--- src/logic/timer_channel_pkg.sv ---
// constants shared by the timer channel count control logic
package timer_channel_pkg;
    // register byte offsets
    localparam logic [3:0] CTRL_OFFSET = 4'h0;
    localparam logic [3:0] COMBO_OFFSET = 4'h4;
    localparam logic [3:0] COUNTER_OFFSET = 4'h8;
    localparam logic [3:0] SYNC_OFFSET = 4'hC;
    // control register fields
    localparam int CLK_SRC_LSB = 0;
    localparam int EDGE_LSB = 3;
    localparam int CLEAR_LSB = 5;
    localparam int CTRL_FIXED_BIT = 7;
    localparam logic [7:0] CTRL_RESET = 8'h80;
    // combination register field
    localparam int COMBO_LSB = 4;
    localparam logic [1:0] COMBO_RESET = 2'h0;
    localparam logic [1:0] COMBO_COMPLEMENTARY = 2'h2;
    localparam logic [1:0] COMBO_RESET_SYNC = 2'h3;
    // synchronous membership register
    localparam int SYNC_MEMBER_BIT = 0;
    localparam logic SYNC_RESET = 1'b0;
    // counter clear selections
    localparam logic [1:0] CLEAR_NONE = 2'h0;
    localparam logic [1:0] CLEAR_ON_A = 2'h1;
    localparam logic [1:0] CLEAR_ON_B = 2'h2;
    localparam logic [1:0] CLEAR_SYNC = 2'h3;
    // edge selections
    localparam logic [1:0] EDGE_RISING = 2'h0;
    localparam logic [1:0] EDGE_FALLING = 2'h1;
    // prescaler
    localparam int PRESCALE_WIDTH = 3;
    localparam logic [2:0] PRESCALE_RESET = 3'h0;
    // bus responses
    localparam logic [1:0] RESP_OKAY = 2'h0;
    localparam logic [1:0] RESP_SLVERR = 2'h2;
endpackage

--- src/logic/timer_channel_count_control.sv ---
// count control of one timer channel with its register slave
//
// Overview of operation
// - combination codes 00 and 01 leave channels 3 and 4 independent
// - combination code 10 couples channels 3 and 4 as complementary pwm
// - combination code 11 couples channels 3 and 4 as reset-synchronised pwm
// - clock source codes pick system clock /1,/2,/4,/8 or external clocks a-d
// - clear code 11 clears the counter together with other synchronised channels
`timescale 1ns/1ns
module timer_channel_count_control
    import timer_channel_pkg::*;
#(
    parameter int COUNTER_WIDTH = 16
)
(
    // clock, reset, enable
    input wire logic aclk,
    input wire logic aresetn,
    input wire logic ce,
    // axi4-lite write address
    input wire logic awvalid,
    output logic awready,
    input wire logic [3:0] awaddr,
    input wire logic [2:0] awprot,
    // axi4-lite write data
    input wire logic wvalid,
    output logic wready,
    input wire logic [31:0] wdata,
    input wire logic [3:0] wstrb,
    // axi4-lite write response
    output logic bvalid,
    input wire logic bready,
    output logic [1:0] bresp,
    // axi4-lite read address
    input wire logic arvalid,
    output logic arready,
    input wire logic [3:0] araddr,
    input wire logic [2:0] arprot,
    // axi4-lite read data
    output logic rvalid,
    input wire logic rready,
    output logic [31:0] rdata,
    output logic [1:0] rresp,
    // external clock pins
    input wire logic ext_clock_a,
    input wire logic ext_clock_b,
    input wire logic ext_clock_c,
    input wire logic ext_clock_d,
    // clear events from the compare/capture datapath and the sync group
    input wire logic match_a,
    input wire logic match_b,
    input wire logic sync_clear_in,
    // counter and mode outputs
    output logic [COUNTER_WIDTH-1:0] channel_counter,
    output logic sync_clear_out,
    output logic channels_independent,
    output logic complementary_pwm,
    output logic reset_sync_pwm
);
    // register bank indices
    typedef enum logic [2:0] {
        SEL_CTRL = 3'h0,
        SEL_COMBO = 3'h1,
        SEL_COUNTER = 3'h3,
        SEL_SYNC = 3'h2,
        SEL_NONE = 3'h6
    } reg_sel_type;

    // below nine bits the second write lane would have no high byte to load
    if (COUNTER_WIDTH < 9 || COUNTER_WIDTH > 32) begin : g_width_check
        $error("COUNTER_WIDTH must lie between 9 and 32");
    end


    // map a word address onto a register
    function automatic reg_sel_type decode(input logic [3:0] addr);
        reg_sel_type sel;
        sel = SEL_NONE;
        case (addr)
            CTRL_OFFSET: sel = SEL_CTRL;
            COMBO_OFFSET: sel = SEL_COMBO;
            COUNTER_OFFSET: sel = SEL_COUNTER;
            SYNC_OFFSET: sel = SEL_SYNC;
            default: sel = SEL_NONE;
        endcase
        return sel;
    endfunction

    logic aw_held_reg;
    logic [3:0] aw_addr_reg;
    logic w_held_reg;
    logic [31:0] w_data_reg;
    logic [3:0] w_strb_reg;
    logic do_write;
    reg_sel_type wsel;
    logic [6:0] ctrl_reg;
    logic [1:0] combo_reg;
    logic sync_member_reg;
    logic [COUNTER_WIDTH-1:0] counter_reg;
    logic [COUNTER_WIDTH-1:0] counter_next;
    logic [31:0] rdata_next;
    logic [1:0] clear_sel;
    logic clear_now;
    logic own_clear;
    logic count_tick;
    logic [COUNTER_WIDTH-1:0] wr_counter;
    logic [31:0] counter_word;

    assign do_write = aw_held_reg && w_held_reg && !bvalid;
    assign wsel = decode(aw_addr_reg);
    assign clear_sel = ctrl_reg[CLEAR_LSB +: 2];
    assign counter_word = 32'(counter_reg);

    // write address channel; one write at a time, released after the response
    always_ff @(posedge aclk) begin
        if (!aresetn) begin
            aw_held_reg <= 1'b0;
            aw_addr_reg <= 4'h0;
            awready <= 1'b1;
        end else if (ce) begin
            if (awvalid && awready) begin
                aw_held_reg <= 1'b1;
                aw_addr_reg <= {awaddr[3:2], 2'h0};
                awready <= 1'b0;
            end else if (do_write) begin
                aw_held_reg <= 1'b0;
            end else if (bvalid && bready) begin
                awready <= 1'b1;
            end
        end
    end

    // write data channel, taken independently of the address
    always_ff @(posedge aclk) begin
        if (!aresetn) begin
            w_held_reg <= 1'b0;
            w_data_reg <= 32'h0;
            w_strb_reg <= 4'h0;
            wready <= 1'b1;
        end else if (ce) begin
            if (wvalid && wready) begin
                w_held_reg <= 1'b1;
                w_data_reg <= wdata;
                w_strb_reg <= wstrb;
                wready <= 1'b0;
            end else if (do_write) begin
                w_held_reg <= 1'b0;
            end else if (bvalid && bready) begin
                wready <= 1'b1;
            end
        end
    end

    // write response; unmapped addresses answer slverr
    always_ff @(posedge aclk) begin
        if (!aresetn) begin
            bvalid <= 1'b0;
            bresp <= RESP_OKAY;
        end else if (ce) begin
            if (do_write) begin
                bvalid <= 1'b1;
                bresp <= (wsel == SEL_NONE) ? RESP_SLVERR : RESP_OKAY;
            end else if (bvalid && bready) begin
                bvalid <= 1'b0;
            end
        end
    end

    // timer control register; bit 7 is fixed and reads as one
    always_ff @(posedge aclk) begin
        if (!aresetn) begin
            ctrl_reg <= CTRL_RESET[6:0];
        end else if (ce && do_write && wsel == SEL_CTRL && w_strb_reg[0]) begin
            ctrl_reg <= w_data_reg[6:0];
        end
    end

    // combination mode and sync group membership
    always_ff @(posedge aclk) begin
        if (!aresetn) begin
            combo_reg <= COMBO_RESET;
            sync_member_reg <= SYNC_RESET;
        end else if (ce && do_write && w_strb_reg[0]) begin
            if (wsel == SEL_COMBO) begin
                combo_reg <= w_data_reg[COMBO_LSB +: 2];
            end
            if (wsel == SEL_SYNC) begin
                sync_member_reg <= w_data_reg[SYNC_MEMBER_BIT];
            end
        end
    end

    // mode flags decoded into flops so the pwm datapath sees clean levels
    always_ff @(posedge aclk) begin
        if (!aresetn) begin
            channels_independent <= 1'b1;
            complementary_pwm <= 1'b0;
            reset_sync_pwm <= 1'b0;
        end else if (ce) begin
            channels_independent <= !combo_reg[1];
            complementary_pwm <= (combo_reg == COMBO_COMPLEMENTARY);
            reset_sync_pwm <= (combo_reg == COMBO_RESET_SYNC);
        end
    end

    count_clock_select u_clock_select (
        .aclk(aclk),
        .aresetn(aresetn),
        .ce(ce),
        .clk_source_sel(ctrl_reg[CLK_SRC_LSB +: 3]),
        .ext_edge_sel(ctrl_reg[EDGE_LSB +: 2]),
        .ext_clock_a(ext_clock_a),
        .ext_clock_b(ext_clock_b),
        .ext_clock_c(ext_clock_c),
        .ext_clock_d(ext_clock_d),
        .count_tick(count_tick)
    );

    // clear sources; own match clears are the ones we pass to the sync group
    always_comb begin
        own_clear = 1'b0;
        clear_now = 1'b0;
        case (clear_sel)
            CLEAR_ON_A: own_clear = match_a;
            CLEAR_ON_B: own_clear = match_b;
            default: own_clear = 1'b0;
        endcase
        clear_now = own_clear || (clear_sel == CLEAR_SYNC && sync_clear_in);
    end

    // software load beats clear, clear beats count
    always_comb begin
        wr_counter = counter_reg;
        if (w_strb_reg[0]) begin
            wr_counter[7:0] = w_data_reg[7:0];
        end
        if (w_strb_reg[1]) begin
            wr_counter[COUNTER_WIDTH-1:8] = w_data_reg[COUNTER_WIDTH-1:8];
        end
        if (do_write && wsel == SEL_COUNTER) begin
            counter_next = wr_counter;
        end else if (clear_now) begin
            counter_next = '0;
        end else if (count_tick) begin
            counter_next = counter_reg + 1'b1;
        end else begin
            counter_next = counter_reg;
        end
    end

    // counter state
    always_ff @(posedge aclk) begin
        if (!aresetn) begin
            counter_reg <= '0;
        end else if (ce) begin
            counter_reg <= counter_next;
        end
    end

    // counter and sync pulse outputs; the pulse rises on the same edge as the local clear
    always_ff @(posedge aclk) begin
        if (!aresetn) begin
            channel_counter <= '0;
            sync_clear_out <= 1'b0;
        end else if (ce) begin
            channel_counter <= counter_next;
            sync_clear_out <= sync_member_reg && own_clear;
        end
    end

    // read data mux
    always_comb begin
        rdata_next = 32'h0;
        case (decode({araddr[3:2], 2'h0}))
            SEL_CTRL: rdata_next = {24'h0, 1'b1, ctrl_reg};
            SEL_COMBO: rdata_next = {26'h0, combo_reg, 4'h0};
            SEL_COUNTER: rdata_next = counter_word;
            SEL_SYNC: rdata_next = {31'h0, sync_member_reg};
            default: rdata_next = 32'h0;
        endcase
    end

    // read channel; answer one cycle after the address is taken
    always_ff @(posedge aclk) begin
        if (!aresetn) begin
            arready <= 1'b1;
            rvalid <= 1'b0;
            rdata <= 32'h0;
            rresp <= RESP_OKAY;
        end else if (ce) begin
            if (arvalid && arready) begin
                arready <= 1'b0;
                rvalid <= 1'b1;
                rdata <= rdata_next;
                rresp <= (decode({araddr[3:2], 2'h0}) == SEL_NONE) ? RESP_SLVERR : RESP_OKAY;
            end else if (rvalid && rready) begin
                rvalid <= 1'b0;
                arready <= 1'b1;
            end
        end
    end
endmodule

--- src/logic/count_clock_select.sv ---
// count tick generation from prescaler taps or synchronised external clocks
`timescale 1ns/1ns
module count_clock_select
    import timer_channel_pkg::*;
(
    // clock and control
    input wire logic aclk,
    input wire logic aresetn,
    input wire logic ce,
    // selections
    input wire logic [2:0] clk_source_sel,
    input wire logic [1:0] ext_edge_sel,
    // external clock pins
    input wire logic ext_clock_a,
    input wire logic ext_clock_b,
    input wire logic ext_clock_c,
    input wire logic ext_clock_d,
    // one-cycle count request
    output logic count_tick
);
    logic [PRESCALE_WIDTH-1:0] prescale_reg;
    logic [3:0] meta_reg;
    logic [3:0] sync_reg;
    logic [3:0] prev_reg;
    logic [PRESCALE_WIDTH-1:0] tap_mask;
    logic sel_now;
    logic sel_prev;
    logic rise;
    logic fall;

    // free running divider of the system clock
    always_ff @(posedge aclk) begin
        if (!aresetn) begin
            prescale_reg <= PRESCALE_RESET;
        end else if (ce) begin
            prescale_reg <= prescale_reg + 1'b1;
        end
    end

    // two synchroniser flops per pin plus a history flop; first stage feeds only the second
    always_ff @(posedge aclk) begin
        if (!aresetn) begin
            meta_reg <= 4'h0;
            sync_reg <= 4'h0;
            prev_reg <= 4'h0;
        end else if (ce) begin
            meta_reg <= {ext_clock_d, ext_clock_c, ext_clock_b, ext_clock_a};
            sync_reg <= meta_reg;
            prev_reg <= sync_reg;
        end
    end

    // tap mask 0,1,3,7 gives divide by 1,2,4,8
    always_comb begin
        tap_mask = 3'h0;
        case (clk_source_sel[1:0])
            2'h0: tap_mask = 3'h0;
            2'h1: tap_mask = 3'h1;
            2'h2: tap_mask = 3'h3;
            default: tap_mask = 3'h7;
        endcase
    end

    assign sel_now = sync_reg[clk_source_sel[1:0]];
    assign sel_prev = prev_reg[clk_source_sel[1:0]];
    assign rise = sel_now && !sel_prev;
    assign fall = !sel_now && sel_prev;

    // internal taps or qualified external edges
    always_comb begin
        if (!clk_source_sel[2]) begin
            count_tick = ce && ((prescale_reg & tap_mask) == tap_mask);
        end else if (ext_edge_sel[1]) begin
            count_tick = ce && (rise || fall);
        end else if (ext_edge_sel == EDGE_FALLING) begin
            count_tick = ce && fall;
        end else begin
            count_tick = ce && rise;
        end
    end
endmodule

--- config.mk ---
export PLATFORM = sky130hd
export DESIGN_NAME = timer_channel_count_control
export DESIGN_NICKNAME = d
export VERILOG_FILES = /design/src/logic/timer_channel_pkg.sv /design/src/logic/timer_channel_count_control.sv /design/src/logic/count_clock_select.sv
export SDC_FILE = /design/constraint.sdc
export NUM_CORES = 1
export LEC_CHECK = 0
export BUFFER_PORTS_ARGS = -buffer_cell sky130_fd_sc_hd__buf_2
export CORE_MARGIN = 2
export CORE_UTILIZATION = 56
export CTS_CLUSTER_SIZE = 10
export DETAILED_ROUTE_END_ITERATION = 16
export PLACE_DENSITY = 0.86
export SETUP_SLACK_MARGIN = 0.05
export SLEW_MARGIN = 10
export SYNTH_ARGS = -nofsm -noshare
export SYNTH_HDL_FRONTEND = slang
export SYNTH_SLANG_ARGS = --single-unit
--- constraint.sdc ---
create_clock -name aclk -period 7.4 [get_ports aclk]
set_clock_uncertainty 0.2 [all_clocks]
set_input_delay 1.48 -clock aclk [delete_from_list [all_inputs] [get_ports aclk]]
set_output_delay 1.48 -clock aclk [all_outputs]
set_load 0.02 [all_outputs]
---- Word level (Yosys, flattened, before mapping) ----
Index checks and enable logic that the tools add are counted.
storage, ports and cells
  register bits ........................... 108
  input bits .............................. 65
  output and inout port bits .............. 61
  logic and storage cells ................. 144
operators by class
  $add $sub $neg .......................... 2
  order comparisons ....................... 1
  equality and inequality tests ........... 27
  muxes and demuxes ....................... 35
  bitwise operators ....................... 1
  reductions and logical operators ........ 52
operator list
  cell                                                                   number
  16-bit one-hot mux with 4 select lines                                 1
  16-bit 2-to-1 mux                                                      3
  3-bit one-hot mux with 4 select lines                                  2
  1-bit logical AND                                                      20
  2-bit AND reduction                                                    10
  2-bit equality test, second input constant                             9
  1-bit 2-to-1 mux                                                       18
  16-bit by 1-bit adder with 16-bit output, second input constant        1
  8-bit 2-to-1 mux                                                       2
  3-bit by 2-bit equality test with 1-bit output, second input constant  4
  3-bit AND reduction                                                    4
  2-bit nonzero test                                                     6
  2-bit by 1-bit equality test with 1-bit output, second input constant  5
  3-bit 2-to-1 mux                                                       3
  3-bit one-hot mux with 3 select lines                                  1
  3-bit by 1-bit equality test with 1-bit output, second input constant  2
  3-bit equality test, second input constant                             2
  3-bit logical NOT                                                      2
  1-bit binary-select mux with 2-bit select                              2
  1-bit logical NOT                                                      4
  2-bit logical NOT                                                      2
  4-bit logical NOT                                                      1
  2-bit 2-to-1 mux                                                       2
  2-bit by 1-bit != test with 1-bit output, second input constant        2
  other kinds (8)                                                        10

---- Logic depth before layout (Yosys ltp) ----
Gate-level depths: netlist (run 1).
  depth in word-level cells ............... 11
  gate-level depth with buffers ........... 10
  gate-level depth less buffers ........... 9

---- Modules after synthesis ----
A second synthesis (run 1) with hierarchy kept.
unflattened totals
  cells, all modules ...................... 486
  area total of the unflattened synthesis .. 4,165.2 um^2
modules (own cells, without submodules)
  module                       instances  cells each  area each (um^2)  seq. area each (um^2)
  timer_channel_count_control  1          421         3,447.1           1,481.4
  count_clock_select           1          65          718.2             300.3

---- Least setup slack after synthesis (run 1) ----
Ideal clock, no wire load.
  kind .................................... input to register
  from .................................... input ce
  to ...................................... register u_clock_select.prescale_reg[2]
  setup time .............................. 0.115 ns
  arrival time ............................ 2.680 ns
  required time ........................... 7.085 ns
  slack ................................... 4.405 ns
  stages .................................. 6
  buffers on the path ..................... 3
  cell sequence ........................... clkbuf_1 -> clkbuf_1 -> buf_2 -> nand2_1 -> xnor2_1 -> and2_1
RTL lines
  what                    RTL line                           text
  start: declaration      timer_channel_count_control.sv:19  input wire logic ce,
  end signal: assignment  count_clock_select.sv:36           prescale_reg <= prescale_reg + 1'b1;
  end: declaration        count_clock_select.sv:21           logic [PRESCALE_WIDTH-1:0] prescale_reg;

---- Worst setup path in the final report (run 1) ----
  from .................................... input ce
  to ...................................... register channel_counter[2]
on the way
  longest elaborated chain between the ends .. 6
  elaborated cells between the ends (all ways) .. 9
  those cells by class .................... mux (3); reduce/logical (6)
RTL lines
  what                                    RTL line                                            text
  1-bit logical AND (on tied branches)    count_clock_select.sv:78, count_clock_select.sv:76
  1-bit 2-to-1 mux                        count_clock_select.sv:75                            end else if (ext_edge_sel == EDGE_FALLING) begin
  1-bit 2-to-1 mux                        count_clock_select.sv:73                            end else if (ext_edge_sel[1]) begin
  1-bit 2-to-1 mux                        count_clock_select.sv:71                            if (!clk_source_sel[2]) begin
  3-bit nonzero test (no source line)     --
  3-bit AND reduction (no source line) *  --
  end signal: assignment                  timer_channel_count_control.sv:266                  channel_counter <= counter_next;
  end: declaration                        timer_channel_count_control.sv:54                   output logic [COUNTER_WIDTH-1:0] channel_counter,
Every way passes the cells marked *; elsewhere a longest branch is shown, timed or not.
A chain may end at the register's enable or synchronous reset.

==> summary.txt, run 1 <==
RSZ-0062 raised after global routing: false
Reg2reg setup slack: 4.05 ns
Critical path fanouts, max: 35
Ports: 126
CTS Buffer Depth: 2
Hold Path Class: register to register
Main synth FF type: dfxtp_1
Worst Hold Path EP: rdata[13]$_SDFFE_PN0P_
Max-cap violation count: 0
Crit Path Class: primary input to register
CP dominant cell by count: o21ai_0
Critical R2R Launch: ctrl_reg[0]$_SDFFE_PN0P_
Number of hold buffers added after cts: 0
TritonCTS clock tree: yes
Final setup violation count: 0
Crit end category: register
Post-synthesis compound-gate area fraction: 0.183
Slowest CP cell: a21oi_1
CP peak stage delay: 0.83 ns
Post-synthesis mux area share: 0.0814
Min-Delay Startpoint: rdata[13]$_SDFFE_PN0P_
R2R depth: 9
Worst Tran Pin Value: 1.14 ns
Max-slew headroom: 0.240
Min Hold Slack: 0.262 ns
Reg-to-reg endpoint: channel_counter[2]$_SDFFE_PN0P_
Most frequent cells in the layout: dfxtp_1, nand2_1, buf_2
Commonest non-fill, non-tap cell in the layout: dfxtp_1
Synthesis-stage register bit count: 89
Simple logic cell fraction of the synthesized area: 0.202
Routed len/inst: 13.8 um
Sw power: 240 uW
Post-Synth Adder-Cell Area: 0.0207
DIE WIDTH: 91.0 um
Initial antenna violation count: 0
Hold violation count in the final report: 0
Die H: 91.0 um
Post-CTS resize count: 0
Initial DRC Count: 284
Post-CTS setup buffers: 0
Total power: 921 uW
Final WL: 8820 um
Die Footprint: 8280 um2
Synth warn: 0
H-tree level count: 3
Maximum clock rate: 284 MHz
Initial Util: 0.582
Pleak: 0.00209 uW
Routed vias: 3437
Setup TNS: 0 ns
Outcome: finished clean
Cells along the critical path: buf_2 -> o21ai_0 -> a21oi_1 -> o21ai_0 -> a31o_2
First-pass DRT Iterations: 4
Worst Path Required: 7.45 ns
Synth Area in XOR/XNOR: 0.0207
DRC viols: 0
Gate power share: 0.103
N_diodes: 0
FFs w/ async S/R, synth: 0
Final worst slack: 3.88 ns
Worst skew pair latency: 0.35 ns
Pwr/cell area: 194 nW/um2
Grt total ovfl: 0
Syn Area/Cell: 8.85 um2
Design area: 4740 um2
Worst Setup SP: ce
Switching Fraction: 0.260
Total CTS buffers: 9
First-pass GRT wire length: 15000 um
Vias per cell: 5.36
Fin crit share: 0.476
Core area: 7290 um2
Clock power share: 0.341
Placed Area: 4550 um2
Fin. max-slew vios: 0
Peak supply drop: 93.9 uV
Sequential fraction of the synthesis area: 0.420
Post-Synthesis Cell Area: 4240 um2
Hpwl dp: 6250 um
Row Count: 31
Distinct cells, synth: 47
Part of the power in registers: 0.556
Post-synth EDFFs: 0
Routability cong.: 0.837
Final nets: 609
Gr usage total: 0.220
DRT antenna net count: 0
Layout cells sized above 1: 0.192
Arr. time, crit path: 3.57 ns
Vias in the first global route: 3101
P_int: 681 uW
WP depth: 5
I/O Buffers: 78
Place WS: 3.51 ns
Clock root buffer: clkbuf_8
Worst-path clk slew: 0.09 ns
Setup crit start kind: primary input
Critical path's top delay family: compound AO/OA/AOI/OAI gates
P&R area growth vs syn: 11.8%
Worst path bufs/invs: 1
Main combinational cell family by area after synthesis: simple AND/OR/NAND/NOR gates
Largest net degree at the start of global routing: 96
Final Critical Period: 3.52 ns
Num Clock Sinks: 89
Synthesized instance count: 479
WHS Path Cells: 2
[logic make-up after synthesis]
logic type	count (synthesis)
xor gates and xnor gates	10
adders and majority gates	7
and+or+nand+nor	175
muxes	32
AOI/OAI and AO/OA	108
DFF	89
other	1
buffers and inverters	57
[stage by stage]
| step | util | std cells |
|---|---|---|
| final | 0.650 | 641 |
| after global routing | 0.650 | 641 |
| after CTS | 0.650 | 641 |
| after detailed placement | 0.624 | 625 |
| after global placement | 0.624 | 625 |
| after floorplan | - | 497 |
[tightest hold or removal path, cell delays in order, from the launching register on]
cell,delay (ns)
dfxtp_1,0.31
nand2_1,0.05
a21boi_0,0.06
[power groups by stage]
stage	logic, uW	clock network (uW)	registers, uW
floorplan	68.9	0	527
global placement	92.1	0	522
detailed placement	94.5	0	523
CTS	94.7	319	511
global route	105	343	514
finish	94.5	314	512
[cell type report]
cell class              count  area, um2
clock buffers              12        165
clock inverters             4       26.3
fillers                   631       2550
inverters                   7       26.3
multi-input cells         351       2220
flip-flops and latches     89       1780
well taps                  99        124
repair buffers             79        398
[worst max-delay path by stage]
| stage | endpoint |
|---|---|
| floorplan | u_clock_select.prescale_reg[2]$_SDFFE_PN0P_ |
| global placement | channel_counter[3]$_SDFFE_PN0P_ |
| detailed placement | channel_counter[2]$_SDFFE_PN0P_ |
| CTS | channel_counter[2]$_SDFFE_PN0P_ |
| global route | channel_counter[2]$_SDFFE_PN0P_ |
| finish | channel_counter[2]$_SDFFE_PN0P_ |
[synth_stat cells, drive strengths merged, types with 2 or more instances]
cell,n,area (um2)
inv,7,26.3
nand4,2,12.5
a21oi,17,85.1
xnor2,5,43.8
buf,26,189
o31ai,2,15.0
dfxtp,89,1780
a211o,2,17.5
ha,7,87.6
and3,9,56.3
o41ai,3,33.8
xor2,5,43.8
and2,3,18.8
nand2,82,308
nor3,6,30.0
mux2i,30,300
o21ai,19,95.1
a22oi,9,67.6
a21boi,34,255
o211a,7,70.1
a31o,4,35.0
and3b,2,17.5
nand2b,2,12.5
nand3,22,110
o211ai,4,30.0
nor2b,35,219
clkbuf,24,90.1
mux4,2,45.0
nor2,6,22.5
[per-layer routing]
| layer | global-route usage | wire length, um | up-vias |
|---|---|---|---|
| met5 | 0 | 0 | - |
| met4 | 0.0732 | 141 | 0 |
| met3 | 0.0506 | 448 | 16 |
| met2 | 0.331 | 4060 | 91 |
| met1 | 0.312 | 4170 | 1592 |
| li1 | - | - | 1738 |
(Power assumes the default switching activity.)
==> run 2, diff against run 1 <==
- CORE_UTILIZATION: 56 -> 52
- PLACE_DENSITY: 0.86 -> 0.8
- clock period: 7.4 -> 3.4 ns (I/O delays scaled with it)
==> run 2 against run 1 <==
  * Largest cell class unchanged
  * Register-to-register slack got worse by 3.6 ns
  * Clock-buffer cell count fell by 2
  * Sequential cell count did not move
  * Largest power group unchanged
  * Cell count rose by 0.94%
  * Clock power rose by 110%
==> summary.txt, run 2 (synthesized netlist as in run 1, its figures left out) <==
Hpwl dp: 6760 um (+8.3%)
DRT antenna net count: 0 (unchanged)
Hold violation count in the final report: 0 (unchanged)
DIE WIDTH: 94.3 um (+3.6%)
Routability cong.: 0.840 (+0.38%)
Worst skew pair latency: 0.36 ns (about the same)
Setup crit start kind: register
Critical path fanouts, max: 12 (-66%)
Worst Tran Pin Value: 0.936 ns (-0.204 ns)
P&R area growth vs syn: 12.0%
RSZ-0062 raised after global routing: false
Total power: 1970 uW (+110%)
Slowest CP cell: mux4_2
Die Footprint: 8890 um2 (+7.3%)
Num Clock Sinks: 89 (unchanged)
Ports: 126 (unchanged)
Initial antenna violation count: 0 (unchanged)
Layout cells sized above 1: 0.196 (+0.00445)
N_diodes: 0 (unchanged)
Routed vias: 3509 (+2.1%)
CP peak stage delay: 0.56 ns (-0.27 ns)
Routed len/inst: 14.5 um (+5.2%)
CTS Buffer Depth: 2 (unchanged)
Final WL: 9370 um (+6.2%)
H-tree level count: 3 (unchanged)
Core area: 7810 um2 (+7.1%)
Pwr/cell area: 415 nW/um2 (+110%)
Max-slew headroom: 0.376 (+0.136)
Critical path's top delay family: compound AO/OA/AOI/OAI gates
Worst-path clk slew: 0.09 ns (about the same)
Vias per cell: 5.42 (+1.1%)
Number of hold buffers added after cts: 0 (unchanged)
Final Critical Period: 2.95 ns
Arr. time, crit path: 3.04 ns (-0.53 ns)
Fin crit share: 0.868
Peak supply drop: 207 uV (+120%)
Worst Path Required: 3.49 ns (-3.96 ns)
Outcome: finished clean
Die H: 94.3 um (+3.6%)
Post-CTS setup buffers: 0 (unchanged)
Pleak: 0.00209 uW (unchanged)
Setup TNS: 0 ns (unchanged)
Maximum clock rate: 339 MHz
Final setup violation count: 0 (unchanged)
Largest net degree at the start of global routing: 65 (-32%)
Fin. max-slew vios: 0 (unchanged)
Row Count: 32 (+3.2%)
Hold Path Class: register to register
Commonest non-fill, non-tap cell in the layout: dfxtp_1
Clock root buffer: clkbuf_8
First-pass DRT Iterations: 4 (unchanged)
Max-cap violation count: 0 (unchanged)
First-pass GRT wire length: 15400 um (+2.8%)
Crit end category: register
I/O Buffers: 78 (unchanged)
Cells along the critical path: mux4_2 -> ha_1 -> nor2b_1 -> a211o_1 -> a32oi_1 -> a21oi_1 -> buf_4 -> a21boi_0 -> o21ai_0
DRC viols: 0 (unchanged)
TritonCTS clock tree: yes
Total CTS buffers: 9 (unchanged)
Crit Path Class: register to register
Most frequent cells in the layout: dfxtp_1, nand2_1, buf_2
Final nets: 612 (+0.49%)
Worst path bufs/invs: 1 (unchanged)
Initial Util: 0.543 (-0.0384)
Grt total ovfl: 0 (unchanged)
Initial DRC Count: 270 (-4.9%)
Gr usage total: 0.221 (+0.000672)
Vias in the first global route: 3297 (+6.3%)
[run 2: layer usage]
| metal | up-vias | global-route usage | part of all wire |
|---|---|---|---|
| li1 | 1742 | - | - |
| met1 | 1632 | 0.288 | 0.44 |
| met2 | 118 | 0.359 | 0.48 |
| met3 | 17 | 0.0401 | 0.061 |
| met4 | 0 | 0.0942 | 0.020 |
| met5 | - | 0 | 0 |
[run 2: area by class of cell]
cell class              instances  area [um2]
clock buffers                  10         128
fillers                       698        3060
well taps                     102         128
clock inverters                 6        42.5
flip-flops and latches         89        1780
inverters                       7        26.3
repair buffers                 82         420
multi-input cells             351        2220
[run 2: power breakdown]
| part | switching, uW | leakage, uW | internal, uW |
|---|---|---|---|
| Clock | 380 | 0.0000831 | 268 |
| Sequential | 37.1 | 0.000725 | 1080 |
| Combinational | 128 | 0.00128 | 82.2 |
| Total | 545 | 0.00209 | 1430 |
[run 2: metrics by stage]
step           hold slack (ns)  utilization  instance area, um2  cells  setup slack (ns)
2_1_floorplan            0.240            -                4310    497             0.801
3_3_place_gp             0.252        0.586                4580    631             0.341
3_5_place_dp             0.263        0.586                4580    631             0.217
4_1_cts                  0.276        0.608                4750    647             0.206
5_1_grt                  0.291        0.608                4750    647             0.263
6_report                 0.274        0.608                4750    647             0.448
[run 2: final timing paths]
| check | startpoint | endpoint | slack [ns] | cells after the start |
|---|---|---|---|---|
| max | ctrl_reg[0]$_SDFFE_PN0P_ | channel_counter[6]$_SDFFE_PN0P_ | 0.45 | 9 |
| min reg2reg | rdata[14]$_SDFFE_PN0P_ | rdata[14]$_SDFFE_PN0P_ | 0.27 | 2 |
| min | rdata[14]$_SDFFE_PN0P_ | rdata[14]$_SDFFE_PN0P_ | 0.27 | 2 |
| max reg2reg | ctrl_reg[0]$_SDFFE_PN0P_ | channel_counter[6]$_SDFFE_PN0P_ | 0.45 | 9 |
[run 2: tightest hold or removal path, delay by kind of cell, from the launching register on]
kind	cells	cell delay, ns
and+or+nand+nor	1	0.05
DFF	1	0.32
AOI/OAI and AO/OA	1	0.06
[run 2: what timing repair did]
item | in CTS | in global routing
gates resized for setup | 0 | 1
endpoints found under the hold margin | 0 | 0
endpoints found under the setup margin | 0 | 6
